--- src/scds_cfg.svh ---
`ifndef SCDS_CFG_SVH
`define SCDS_CFG_SVH
// ----------------------------------------
// Register map and field positions
// ----------------------------------------
`define SCDS_ADDR_CLK_SYNC 9'h100
`define SCDS_BIT_SYNC_EN 1
`define SCDS_BIT_SYNC_ONCE 2
`define SCDS_RST_CLK_SYNC 8'h00
// ----------------------------------------
// Timing figures
// ----------------------------------------
`define SCDS_CLK_PERIOD_PS 5000
`define SCDS_RELOCK_MIN_PS 1500000
`define SCDS_DCS_MIN_MHZ 20
`define SCDS_DIV_MAX 8
`define SCDS_STANDBY_WAKE_CYC 16
`endif

--- src/scds_pkg.sv ---
package scds_pkg;
    typedef enum logic [1:0] {
        SCDS_PWR_ACTIVE = 2'b00,
        SCDS_PWR_STANDBY = 2'b01,
        SCDS_PWR_DOWN = 2'b10,
        SCDS_PWR_WAKE = 2'b11
    } scds_pwr_type;
endpackage : scds_pkg

--- src/scds_top.sv ---
// Function
// RULE_01 - Divide input clock by one to eight
// RULE_02 - Host enables stabiliser for odd ratios
// RULE_03 - Clock_sync_control picks every or first strobe
// RULE_04 - Accepted strobe resets divider counter
// RULE_05 - Strobe synchronised before reaching divider
// RULE_06 - Host drives strobe synchronous to clock
// RULE_07 - Stabiliser gives fifty percent high time; sample_clk is high for (ratio+1)/2 of ratio cycles, above half for odd ratios
// RULE_08 - Stabiliser inactive below twenty megahertz
// RULE_09 - Relock wait after clock rate change
// RULE_10 - Power-down by pin or serial command
// RULE_11 - Outputs released while powered down
// RULE_12 - Pin low returns to normal operation
// RULE_13 - Power-down stops reference, bias, clock
// RULE_14 - Standby keeps reference powered, faster wake
// RULE_15 - Sense at supply selects external reference
// RULE_16 - Pin mode: stabiliser on unless grounded
// RULE_17 - One sampling edge per ratio cycles
// RULE_18 - Single-shot ignores strobes after first
`include "scds_cfg.svh"
`timescale 1ns/1ps
`default_nettype none
module scds_top
    import scds_pkg::*;
#(
    parameter int CLK_MHZ = 200,
    parameter int WAKE_MAX_CYC = 8192
) (
    input wire logic sys_clk,
    input wire logic rst_n,
    input wire logic reg_wr_en,
    input wire logic [8:0] reg_addr,
    input wire logic [7:0] reg_wr_data,
    output logic [7:0] reg_rd_data,
    input wire logic [2:0] div_ratio_m1,
    input wire logic serial_mode,
    input wire logic serial_dcs_en,
    input wire logic serial_power_down,
    input wire logic serial_standby,
    input wire logic clk_rate_change,
    input wire logic sync_pin,
    input wire logic power_off_pin,
    input wire logic sense_pin,
    input wire logic serial_io_stabilizer_select_pin,
    output logic sample_clk,
    output logic sample_strobe,
    output logic dcs_active,
    output logic dcs_locked,
    output logic data_oe,
    output logic ref_int_en,
    output logic ref_buf_en,
    output logic bias_en,
    output logic conv_ready,
    output logic [1:0] pwr_state
);
    localparam int RELOCK_CYC = (`SCDS_RELOCK_MIN_PS + `SCDS_CLK_PERIOD_PS - 1) / `SCDS_CLK_PERIOD_PS;
    // Refuse parameter values that the counters cannot hold
    if (WAKE_MAX_CYC < 2 || WAKE_MAX_CYC > 65535) begin : g_bad_wake
        $error("WAKE_MAX_CYC out of range");
    end
    if (CLK_MHZ < 1) begin : g_bad_clk
        $error("CLK_MHZ out of range");
    end
    if (RELOCK_CYC > 1023) begin : g_bad_relock
        $error("relock count too wide");
    end

    // ----------------------------------------
    // Reset release and pin synchronisers
    // ----------------------------------------
    logic rst_s1_r, rst_s2_r;
    logic [3:0] pin_s1_r, pin_s2_r;
    logic sync_d_r;
    // Reset held asynchronously, released through two flops
    always_ff @(posedge sys_clk or negedge rst_n) begin
        if (!rst_n) begin
            rst_s1_r <= 1'b0;
            rst_s2_r <= 1'b0;
        end else begin
            rst_s1_r <= 1'b1;
            rst_s2_r <= rst_s1_r;
        end
    end
    wire rstn = rst_s2_r;
    // Two-flop synchronisers for every pin
    always_ff @(posedge sys_clk or negedge rstn) begin
        if (!rstn) begin
            pin_s1_r <= 4'h0;
            pin_s2_r <= 4'h0;
            sync_d_r <= 1'b0;
        end else begin
            pin_s1_r <= {serial_io_stabilizer_select_pin, sense_pin, power_off_pin, sync_pin}; // see RULE_05
            pin_s2_r <= pin_s1_r;
            sync_d_r <= pin_s2_r[0];
        end
    end
    wire sync_rise = pin_s2_r[0] & ~sync_d_r;
    wire power_off_pin_pin = pin_s2_r[1];
    wire sense_at_supply = pin_s2_r[2];
    wire dcs_sel_pin = pin_s2_r[3];

    // ----------------------------------------
    // Synchronisation control register
    // ----------------------------------------
    logic [7:0] sync_ctl_r;
    logic armed_r;
    wire ctl_wr = reg_wr_en && reg_addr == `SCDS_ADDR_CLK_SYNC;
    wire sync_en = sync_ctl_r[`SCDS_BIT_SYNC_EN];
    wire sync_once = sync_ctl_r[`SCDS_BIT_SYNC_ONCE];
    wire sync_accept = sync_rise && sync_en && (!sync_once || armed_r); // see RULE_03 see RULE_18
    // Register store, single-shot arming; a write beats a coincident strobe
    always_ff @(posedge sys_clk or negedge rstn) begin
        if (!rstn) begin
            sync_ctl_r <= `SCDS_RST_CLK_SYNC;
            armed_r <= 1'b0;
            reg_rd_data <= 8'h00;
        end else begin
            if (ctl_wr) sync_ctl_r <= reg_wr_data;
            if (ctl_wr) armed_r <= 1'b1; // see RULE_03
            else if (sync_accept) armed_r <= 1'b0; // see RULE_18
            reg_rd_data <= (reg_addr == `SCDS_ADDR_CLK_SYNC) ? {sync_ctl_r[7:3], armed_r & sync_once, sync_ctl_r[1:0]} : 8'h00;
        end
    end

    // ----------------------------------------
    // Power state machine
    // ----------------------------------------
    scds_pwr_type pwr_r, pwr_nxt;
    logic [15:0] down_cnt_r, wake_cnt_r;
    wire pd_req = power_off_pin_pin || (serial_mode && serial_power_down); // see RULE_10
    wire sb_req = serial_mode && serial_standby; // see RULE_14
    always_comb begin
        pwr_nxt = pwr_r;
        case (pwr_r)
            SCDS_PWR_ACTIVE: begin
                if (pd_req) pwr_nxt = SCDS_PWR_DOWN;
                else if (sb_req) pwr_nxt = SCDS_PWR_STANDBY;
            end
            SCDS_PWR_STANDBY: begin
                if (pd_req) pwr_nxt = SCDS_PWR_DOWN;
                else if (!sb_req) pwr_nxt = SCDS_PWR_WAKE;
            end
            SCDS_PWR_DOWN: begin
                if (!pd_req) pwr_nxt = sb_req ? SCDS_PWR_STANDBY : SCDS_PWR_WAKE; // see RULE_12
            end
            SCDS_PWR_WAKE: begin
                if (pd_req) pwr_nxt = SCDS_PWR_DOWN;
                else if (wake_cnt_r == 16'h0000) pwr_nxt = SCDS_PWR_ACTIVE;
            end
            default: pwr_nxt = SCDS_PWR_DOWN;
        endcase
    end
    // Time spent down sets the wake delay; standby wakes in a short fixed time
    always_ff @(posedge sys_clk or negedge rstn) begin
        if (!rstn) begin
            pwr_r <= SCDS_PWR_ACTIVE;
            down_cnt_r <= 16'h0000;
            wake_cnt_r <= 16'h0000;
        end else begin
            pwr_r <= pwr_nxt;
            if (pwr_r == SCDS_PWR_DOWN) begin
                if (down_cnt_r < 16'(WAKE_MAX_CYC)) down_cnt_r <= down_cnt_r + 16'h0001; // see RULE_13
            end else if (pwr_r == SCDS_PWR_ACTIVE) begin
                down_cnt_r <= 16'h0000;
            end
            if (pwr_nxt == SCDS_PWR_WAKE && pwr_r != SCDS_PWR_WAKE)
                wake_cnt_r <= (pwr_r == SCDS_PWR_DOWN) ? down_cnt_r : 16'(`SCDS_STANDBY_WAKE_CYC); // see RULE_14
            else if (wake_cnt_r != 16'h0000)
                wake_cnt_r <= wake_cnt_r - 16'h0001;
        end
    end
    // States in which the internal clock and bias run
    function automatic logic run_state(input scds_pwr_type s);
        run_state = s == SCDS_PWR_ACTIVE || s == SCDS_PWR_WAKE;
    endfunction : run_state
    wire clk_run = run_state(pwr_r);

    // ----------------------------------------
    // Clock divider and duty-cycle stabiliser
    // ----------------------------------------
    logic [2:0] div_cnt_r;
    logic [9:0] relock_cnt_r;
    wire dcs_en_sel = serial_mode ? serial_dcs_en : dcs_sel_pin; // see RULE_16
    wire dcs_on = dcs_en_sel && CLK_MHZ >= `SCDS_DCS_MIN_MHZ; // see RULE_08
    wire [2:0] cnt_nxt = (sync_accept || !clk_run || div_cnt_r >= div_ratio_m1) ? 3'h0 : div_cnt_r + 3'h1; // see RULE_01 see RULE_04
    wire [3:0] ratio = {1'b0, div_ratio_m1} + 4'h1;
    wire [3:0] high_len = dcs_on ? ((ratio + 4'h1) >> 1) : 4'h1; // see RULE_07
    // Divider counter; edge on count zero, pulse length from stabiliser
    always_ff @(posedge sys_clk or negedge rstn) begin
        if (!rstn) begin
            div_cnt_r <= 3'h0;
            sample_clk <= 1'b0;
            sample_strobe <= 1'b0;
            relock_cnt_r <= 10'h000;
            dcs_active <= 1'b0;
            dcs_locked <= 1'b0;
        end else begin
            div_cnt_r <= cnt_nxt;
            sample_strobe <= clk_run && cnt_nxt == 3'h0; // see RULE_17
            sample_clk <= clk_run && {1'b0, cnt_nxt} < high_len; // see RULE_07
            dcs_active <= dcs_on;
            if (clk_rate_change || !dcs_on) relock_cnt_r <= 10'(RELOCK_CYC); // see RULE_09
            else if (relock_cnt_r != 10'h000) relock_cnt_r <= relock_cnt_r - 10'h001;
            dcs_locked <= dcs_on && relock_cnt_r == 10'h000 && !clk_rate_change;
        end
    end

    // ----------------------------------------
    // Power and reference outputs
    // ----------------------------------------
    // Analog enables follow the next state
    always_ff @(posedge sys_clk or negedge rstn) begin
        if (!rstn) begin
            data_oe <= 1'b0;
            ref_int_en <= 1'b0;
            ref_buf_en <= 1'b0;
            bias_en <= 1'b0;
            conv_ready <= 1'b0;
            pwr_state <= 2'b00;
        end else begin
            data_oe <= pwr_nxt != SCDS_PWR_DOWN; // see RULE_11
            ref_int_en <= pwr_nxt != SCDS_PWR_DOWN && !sense_at_supply; // see RULE_13 see RULE_15
            ref_buf_en <= run_state(pwr_nxt); // see RULE_13
            bias_en <= run_state(pwr_nxt); // see RULE_13
            conv_ready <= pwr_nxt == SCDS_PWR_ACTIVE; // see RULE_12
            pwr_state <= pwr_nxt;
        end
    end

    // ----------------------------------------
    // Checks
    // ----------------------------------------
    a_div_period: assert property (@(posedge sys_clk) disable iff (!rstn) // see RULE_17
        sample_strobe && clk_run && $stable(div_ratio_m1) && !sync_accept && div_ratio_m1 == 3'h3
        |=> !sample_strobe [*3] ##1 (sample_strobe || sync_accept || !clk_run || !$stable(div_ratio_m1)))
        else $error("divider period wrong");
    a_sync_reset: assert property (@(posedge sys_clk) disable iff (!rstn) // see RULE_04
        sync_accept && clk_run |=> div_cnt_r == 3'h0 && sample_strobe)
        else $error("strobe did not reset divider");
    a_once_ignore: assert property (@(posedge sys_clk) disable iff (!rstn) // see RULE_18
        sync_accept && sync_once && !ctl_wr |=> !armed_r)
        else $error("single shot not disarmed");
    a_sync_path: assert property (@(posedge sys_clk) disable iff (!rstn) // see RULE_05
        sync_accept |-> !$past(pin_s2_r[0]) && $past(sync_pin, 2))
        else $error("strobe bypassed synchroniser");
    a_power_off_pin_enter: assert property (@(posedge sys_clk) disable iff (!rstn) // see RULE_10
        pd_req |=> pwr_r == SCDS_PWR_DOWN)
        else $error("power-down not entered");
    a_power_off_pin_hiz: assert property (@(posedge sys_clk) disable iff (!rstn) // see RULE_11
        pwr_r == SCDS_PWR_DOWN |-> !data_oe && !bias_en && !ref_buf_en)
        else $error("outputs driven in power-down");
    a_ext_ref: assert property (@(posedge sys_clk) disable iff (!rstn) // see RULE_15
        sense_at_supply |=> !ref_int_en)
        else $error("internal reference left on");
    a_standby_ref: assert property (@(posedge sys_clk) disable iff (!rstn) // see RULE_14
        pwr_r == SCDS_PWR_STANDBY && !sense_at_supply |-> ref_int_en && !bias_en)
        else $error("standby reference wrong");
    a_relock_wait: assert property (@(posedge sys_clk) disable iff (!rstn) // see RULE_09
        clk_rate_change |=> !dcs_locked [*8])
        else $error("relock too early");
    a_duty_half: assert property (@(posedge sys_clk) disable iff (!rstn) // see RULE_07
        sample_strobe && dcs_on && div_ratio_m1 == 3'h3 && $stable(div_ratio_m1) |-> sample_clk ##1 sample_clk)
        else $error("stabiliser high time wrong");
endmodule : scds_top
`default_nettype wire

--- config.mk ---
export PLATFORM = sky130hd
export DESIGN_NAME = scds_top
export DESIGN_NICKNAME = d
export VERILOG_FILES = /design/src/scds_pkg.sv /design/src/scds_top.sv
export VERILOG_INCLUDE_DIRS = /design/src
export SDC_FILE = /design/constraint.sdc
export NUM_CORES = 1
export LEC_CHECK = 0
export BUFFER_PORTS_ARGS = -buffer_cell sky130_fd_sc_hd__buf_2
export CAP_MARGIN = 10
export CORE_ASPECT_RATIO = 0.8
export CORE_MARGIN = 3
export CORE_UTILIZATION = 52
export DETAILED_ROUTE_END_ITERATION = 12
export GPL_TIMING_DRIVEN = 0
export PLACE_DENSITY = 0.73
export SYNTH_ARGS = -nofsm -noshare
export SYNTH_HDL_FRONTEND = slang
export SYNTH_SLANG_ARGS = --single-unit
--- constraint.sdc ---
create_clock -name sys_clk -period 2.4 [get_ports sys_clk]
set_input_delay 0.24 -clock sys_clk [delete_from_list [all_inputs] [get_ports sys_clk]]
set_output_delay 0.24 -clock sys_clk [all_outputs]
set_load 0.005 [all_outputs]
# Word level (Yosys, flattened, before mapping)
# Cells that the tools add are included.
# word_totals
register_bits	83
out_inout_bits	19
# classes
n_reduce_logical	35
eq_ne	8
n_bitwise	3
muxes	23
n_addsub	6
order_cmp	3
# ops
operator	count
$mux 16	6
$mux 10	2
$add 16x1->16 const B	1
$logic_not 16->1	1
$lt 16x14->1 const B	1
$mux 2	8
$reduce_bool 16->1	1
$sub 16x1->16 const B	1
$logic_and 1x1->1	11
$logic_not 10->1	1
$reduce_bool 10->1	1
$sub 10x1->10 const B	1
$eq 9x9->1 const B	1
$mux 8	1
$pmux 2 s4	1
$reduce_bool 2->1	4
$logic_or 1x1->1	7
$eq 2x2->1 const B	3
$mux 3	2
$logic_not 1->1	5
$add 3x1->4 const B	1
$add 4x1->4 const B	1
$logic_not 2->1	2
$ne 2x2->1 const B	2
10 further kinds	13

# Logic depth before layout (Yosys ltp)
# depth
word_depth	9
ltp_mapped	9
ltp_nobuf	9

# Worst setup path before layout
# No wires, ideal clock.
# synth_timing
path_type	reg-to-reg
startpoint	reg div_cnt_r[0]
endpoint	reg sample_clk
slack_ns	0.113
t_arrival_ns	2.205
path_stages_with_launch	10
setup_time_ns	0.082
path_cell_list	dfrtp_1 inv_1 ha_1 nand2b_1 a21o_1 a2111o_1 nor2_1 ha_1 a211o_1 a31oi_1
# synth_between
elab_chain_len	5
word_cells_on_any_way	6
# synth_rtl
element	line_no	text
start: declaration	scds_top.sv:181	logic [2:0] div_cnt_r;
start signal: assignment	scds_top.sv:198	div_cnt_r <= cnt_nxt;
$ge 3x3->1	scds_top.sv:185	wire [2:0] cnt_nxt = (sync_accept || !clk_run || div_cnt_r >= div_ratio_m1) ? 3'h0 : div_cnt_r + 3'h1;
$logic_or 1x1->1	scds_top.sv:185	
$mux 3 *	scds_top.sv:185	
via cnt_nxt[2]	scds_top.sv:185	
$lt 3x3->1 *	scds_top.sv:200	sample_clk <= clk_run && {1'b0, cnt_nxt} < high_len;
$logic_and 1x1->1 *	scds_top.sv:200	
end signal: assignment	scds_top.sv:200	
end: declaration	scds_top.sv:45	output logic sample_clk,
# The timed path passes the listed nets; every way through them passes the cells marked *.
# A chain may end at the register's enable or synchronous reset.

# Final worst setup path
# Same ends and word-level chain as after synthesis.

==> impl_results.md <==
- Gr busiest metal: met2
- Starting Density: approximately 54%
- Area leader, netlist: dfrtp_1
- Finished Cell Area: a little under 5000 µm²
- Core ar.: 7460 µm²
- Register area share after synthesis: just over 50%
- Clk slew on worst S/H paths: about 90 ps
- Post-layout min period: ~2300 ps
- Final GP Congestion: roughly 0.81
- I/O pins: slightly above 50
- Layout area overhead: 19.3%
- Drt drc: 0
- Gr usage total: approximately a fifth
- Clock Sinks: between 80 and 90
- CP peak stage delay: 460 ps
- Post-Syn Area: 4040 µm²
- Pin count of the biggest net entering global routing: roughly 70
- Placed cell area: approximately 4400 µm²
- Vias in the first global route: 2909
- Gr ovfl total: 0
- CP Data Arrival Time: roughly 2600 ps
- First-pass GRT wire length: around 13000 µm
- Die Ht: ~85 µm
- Seq cells post-synth: a little over 80
- DRT Pass-1 Iters: 4
- Final HPWL from detailed placement: between 5000 and 6000 µm
- M1 GR Usage: roughly 24%
- Skew final: roughly 13 ps
- Port Buffers: just under 50
- CP max stage cell: a2111o_1
- Crit path required time: 2690 ps
- CTS H-Tree Depth: 3
- F_max: about 440 MHz
- First-iteration detailed-routing DRC count: 147
- Core Util, Final: 64.6%
- Grt met2 use: 30.7%
- Worst hold margin: 114 ps
- Area contributors post-synth: dfrtp_1 51%, mux2i_1 4.7%, ha_1 4.3%, nand2_1 3.8%, xnor2_1 3.5%
- Post-synth top area share: 51.5%
- Worst vdd ir: roughly 0.46 mV
- Share of layout cells above drive strength 1: a little under a quarter
- Mean routed wirelength per cell: 14.2 µm
- Die area: slightly below 9000 µm²
- Synth Flop Type: dfrtp_1
- Yosys warns: 0
- Fill count: between 500 and 600
- Max Cap Viol: 0
- Post-route ant nets: 0
- Most used cell, CP: ha_1
- Worst Setup Start Kind: register
- CTS tree: yes
- Crit path buffers/inverters: 1
- Met3 GRT Util: 5.61%
- Crit end category: register
- Setup Viol. Count Final: 0
- Synthesized area per cell: approximately 11 µm²
- Final hold vios: 0
- TNS Setup: 0 ps
- Total power: ~4.9 mW
- Unique cell type count in the Yosys netlist: 50
- Syn_nets: approximately 430
- Async SR Flop Fraction: 100%
- Final net count: roughly 500
- EDFF count, synth: 0
- Final WL: 8010 µm
- Top delay family on crit path: compound AO/OA/AOI/OAI gates
- Latest clock arrival within the worst-skew pair: around 360 ps
- Worst slew margin relative to its limit: between 50% and 60%
- Vias per cell: roughly 5.2
- Crit-path cells: inv_1 -> ha_1 -> nand2b_1 -> a21o_1 -> a2111o_1 -> nor2_2 -> ha_1 -> a211o_1 -> a31oi_1
- Hold crit path type: input port to register
- Max clock buf depth: 2
- Crit Path Class: register to register
- PwrDens: just over 1000 nW/µm²
- Status: finished clean
- P_leak: 2.20 nW
- Initial antenna violation count: 0
- Via Count: around 3000
- Root buf cell: clkbuf_8
- N_diodes: 0
- Die X: between 100 and 150 µm
- Max-slew violation count: 0
- Post-Synthesis Cells: between 300 and 400
- Row Count: 28
- Slew @ Worst Pin: 685 ps
- CP Max Fanout: 3
- CTS buffer count: 9
- Tcrit/Tclk final: roughly 95%
## final cells by class
type | instances | area (µm²) | share of cell area [%]
Tap cell | 105 | 131 | 2.73
Inverter | 17 | 63.8 | 1.32
Sequential cell | 83 | 2080 | 43.2
Multi-Input combinational cell | 269 | 1830 | 37.9
Clock inverter | 4 | 98.8 | 2.05
Clock buffer | 11 | 141 | 2.94
Timing Repair Buffer | 64 | 394 | 8.18
Buffer | 12 | 78.8 | 1.64
## flip-flops by register name, summed over array words and instances, names as in the netlist, 2 cells and up
signal        count
div_cnt_r         3
down_cnt_r       16
pin_s1_r          4
pin_s2_r          4
pwr_state         2
reg_rd_data       8
relock_cnt_r     10
sync_ctl_r        8
wake_cnt_r       16
## cells in the mapped netlist, drive strengths merged (2+ instances only)
master / n
or4: 2
or2: 2
a31oi: 5
nand3b: 2
nor2: 36
buf: 8
nor3: 15
nand2: 41
mux2i: 19
and4: 2
or3: 8
nor4b: 2
xor2: 5
nor4: 11
and2: 7
mux2: 12
nand2b: 4
ha: 14
inv: 17
and3: 4
nand4: 2
clkbuf: 4
a21oi: 18
a21o: 2
nand3: 8
xnor2: 16
nor2b: 6
o21ai: 11
or3b: 2
dfrtp: 83
## power breakdown
group | total, mW | switching (mW) | internal [mW]
clock network | 1.20 | 0.484 | 0.718
logic | 1.78 | 0.932 | 0.845
registers | 1.90 | 0.246 | 1.66
## placed cells by master, fill, tap and decap left out, types with 5 or more instances in the layout
cell type / netlist / routed
o21ai_0: 11 / 11
and2_1: 7 / 7
inv_1: 17 / 17
a31oi_1: 5 / 5
mux2_2: 12 / 12
dlygate4sd3_1: 0 / 5
a21oi_1: 18 / 18
dfrtp_1: 83 / 81
ha_1: 14 / 13
nor2_1: 36 / 35
clkbuf_8: 0 / 10
or3_1: 8 / 8
mux2i_1: 19 / 19
nor3_1: 15 / 15
nand2_1: 41 / 41
buf_2: 3 / 51
nor4_1: 8 / 7
buf_4: 2 / 10
nand3_1: 8 / 8
xor2_1: 5 / 5
nor2b_1: 6 / 6
xnor2_1: 16 / 16
## worst paths after layout
kind / start / to / slack [ps] / cells past startpoint
worst max-delay path: div_cnt_r[0] / sample_clk / 120 / 9
worst min-delay path: reg_wr_data[3] / sync_ctl_r[3] / 110 / 2
worst max register to register: div_cnt_r[0] / sample_clk / 120 / 9
worst min register to register: rst_s2_r / div_cnt_r[0] / 170 / 0
max in group asynchronous: rst_s2_r / pwr_state[0] / 1640 / 1
min in group asynchronous: rst_s2_r / div_cnt_r[0] / 170 / 0
## worst register-to-register path, stage by stage (launching register included)
cell	delay (ps)
dfrtp_1	370
inv_1	50
ha_1	280
nand2b_1	140
a21o_1	150
a2111o_1	460
nor2_2	120
ha_1	250
a211o_1	260
a31oi_1	130
## stage by stage
stage	instances	worst slack [ps]
2_1_floorplan	382	113
3_3_place_gp	536	-112
3_5_place_dp	537	-187
4_1_cts	560	17.4
5_1_grt	565	-7.14
6_report	565	124
## cell families (layout without fill, tap and decap cells)
kind of cell | after synthesis | after routing | synth area share (%)
buf+inv | 30 | 108 | 3.56
mux | 31 | 31 | 8.06
fa+ha+maj | 14 | 14 | 4.34
compound gates | 46 | 46 | 7.19
simple gates | 156 | 156 | 20.7
xor+xnor | 21 | 21 | 4.56
other cells | 1 | 1 | 0.0929
flops | 83 | 83 | 51.5
## metal layers
metal | wire length, µm | part of all wire, %
met5 | 0 | 0
met3 | 356 | 4.4
met1 | 3880 | 48
met2 | 3670 | 46
met4 | 113 | 1.4
## repair_timing
action                                  4_1_cts  5_1_grt
hold endpoints to repair                      6        0
setup buffers                                 3        5
endpoints found under the setup margin       11       23
gates resized for setup                       0        8
pin swaps                                     2        7
cloned                                        0        1
hold buffers                                  5        0
(Power assumes the default switching activity.)
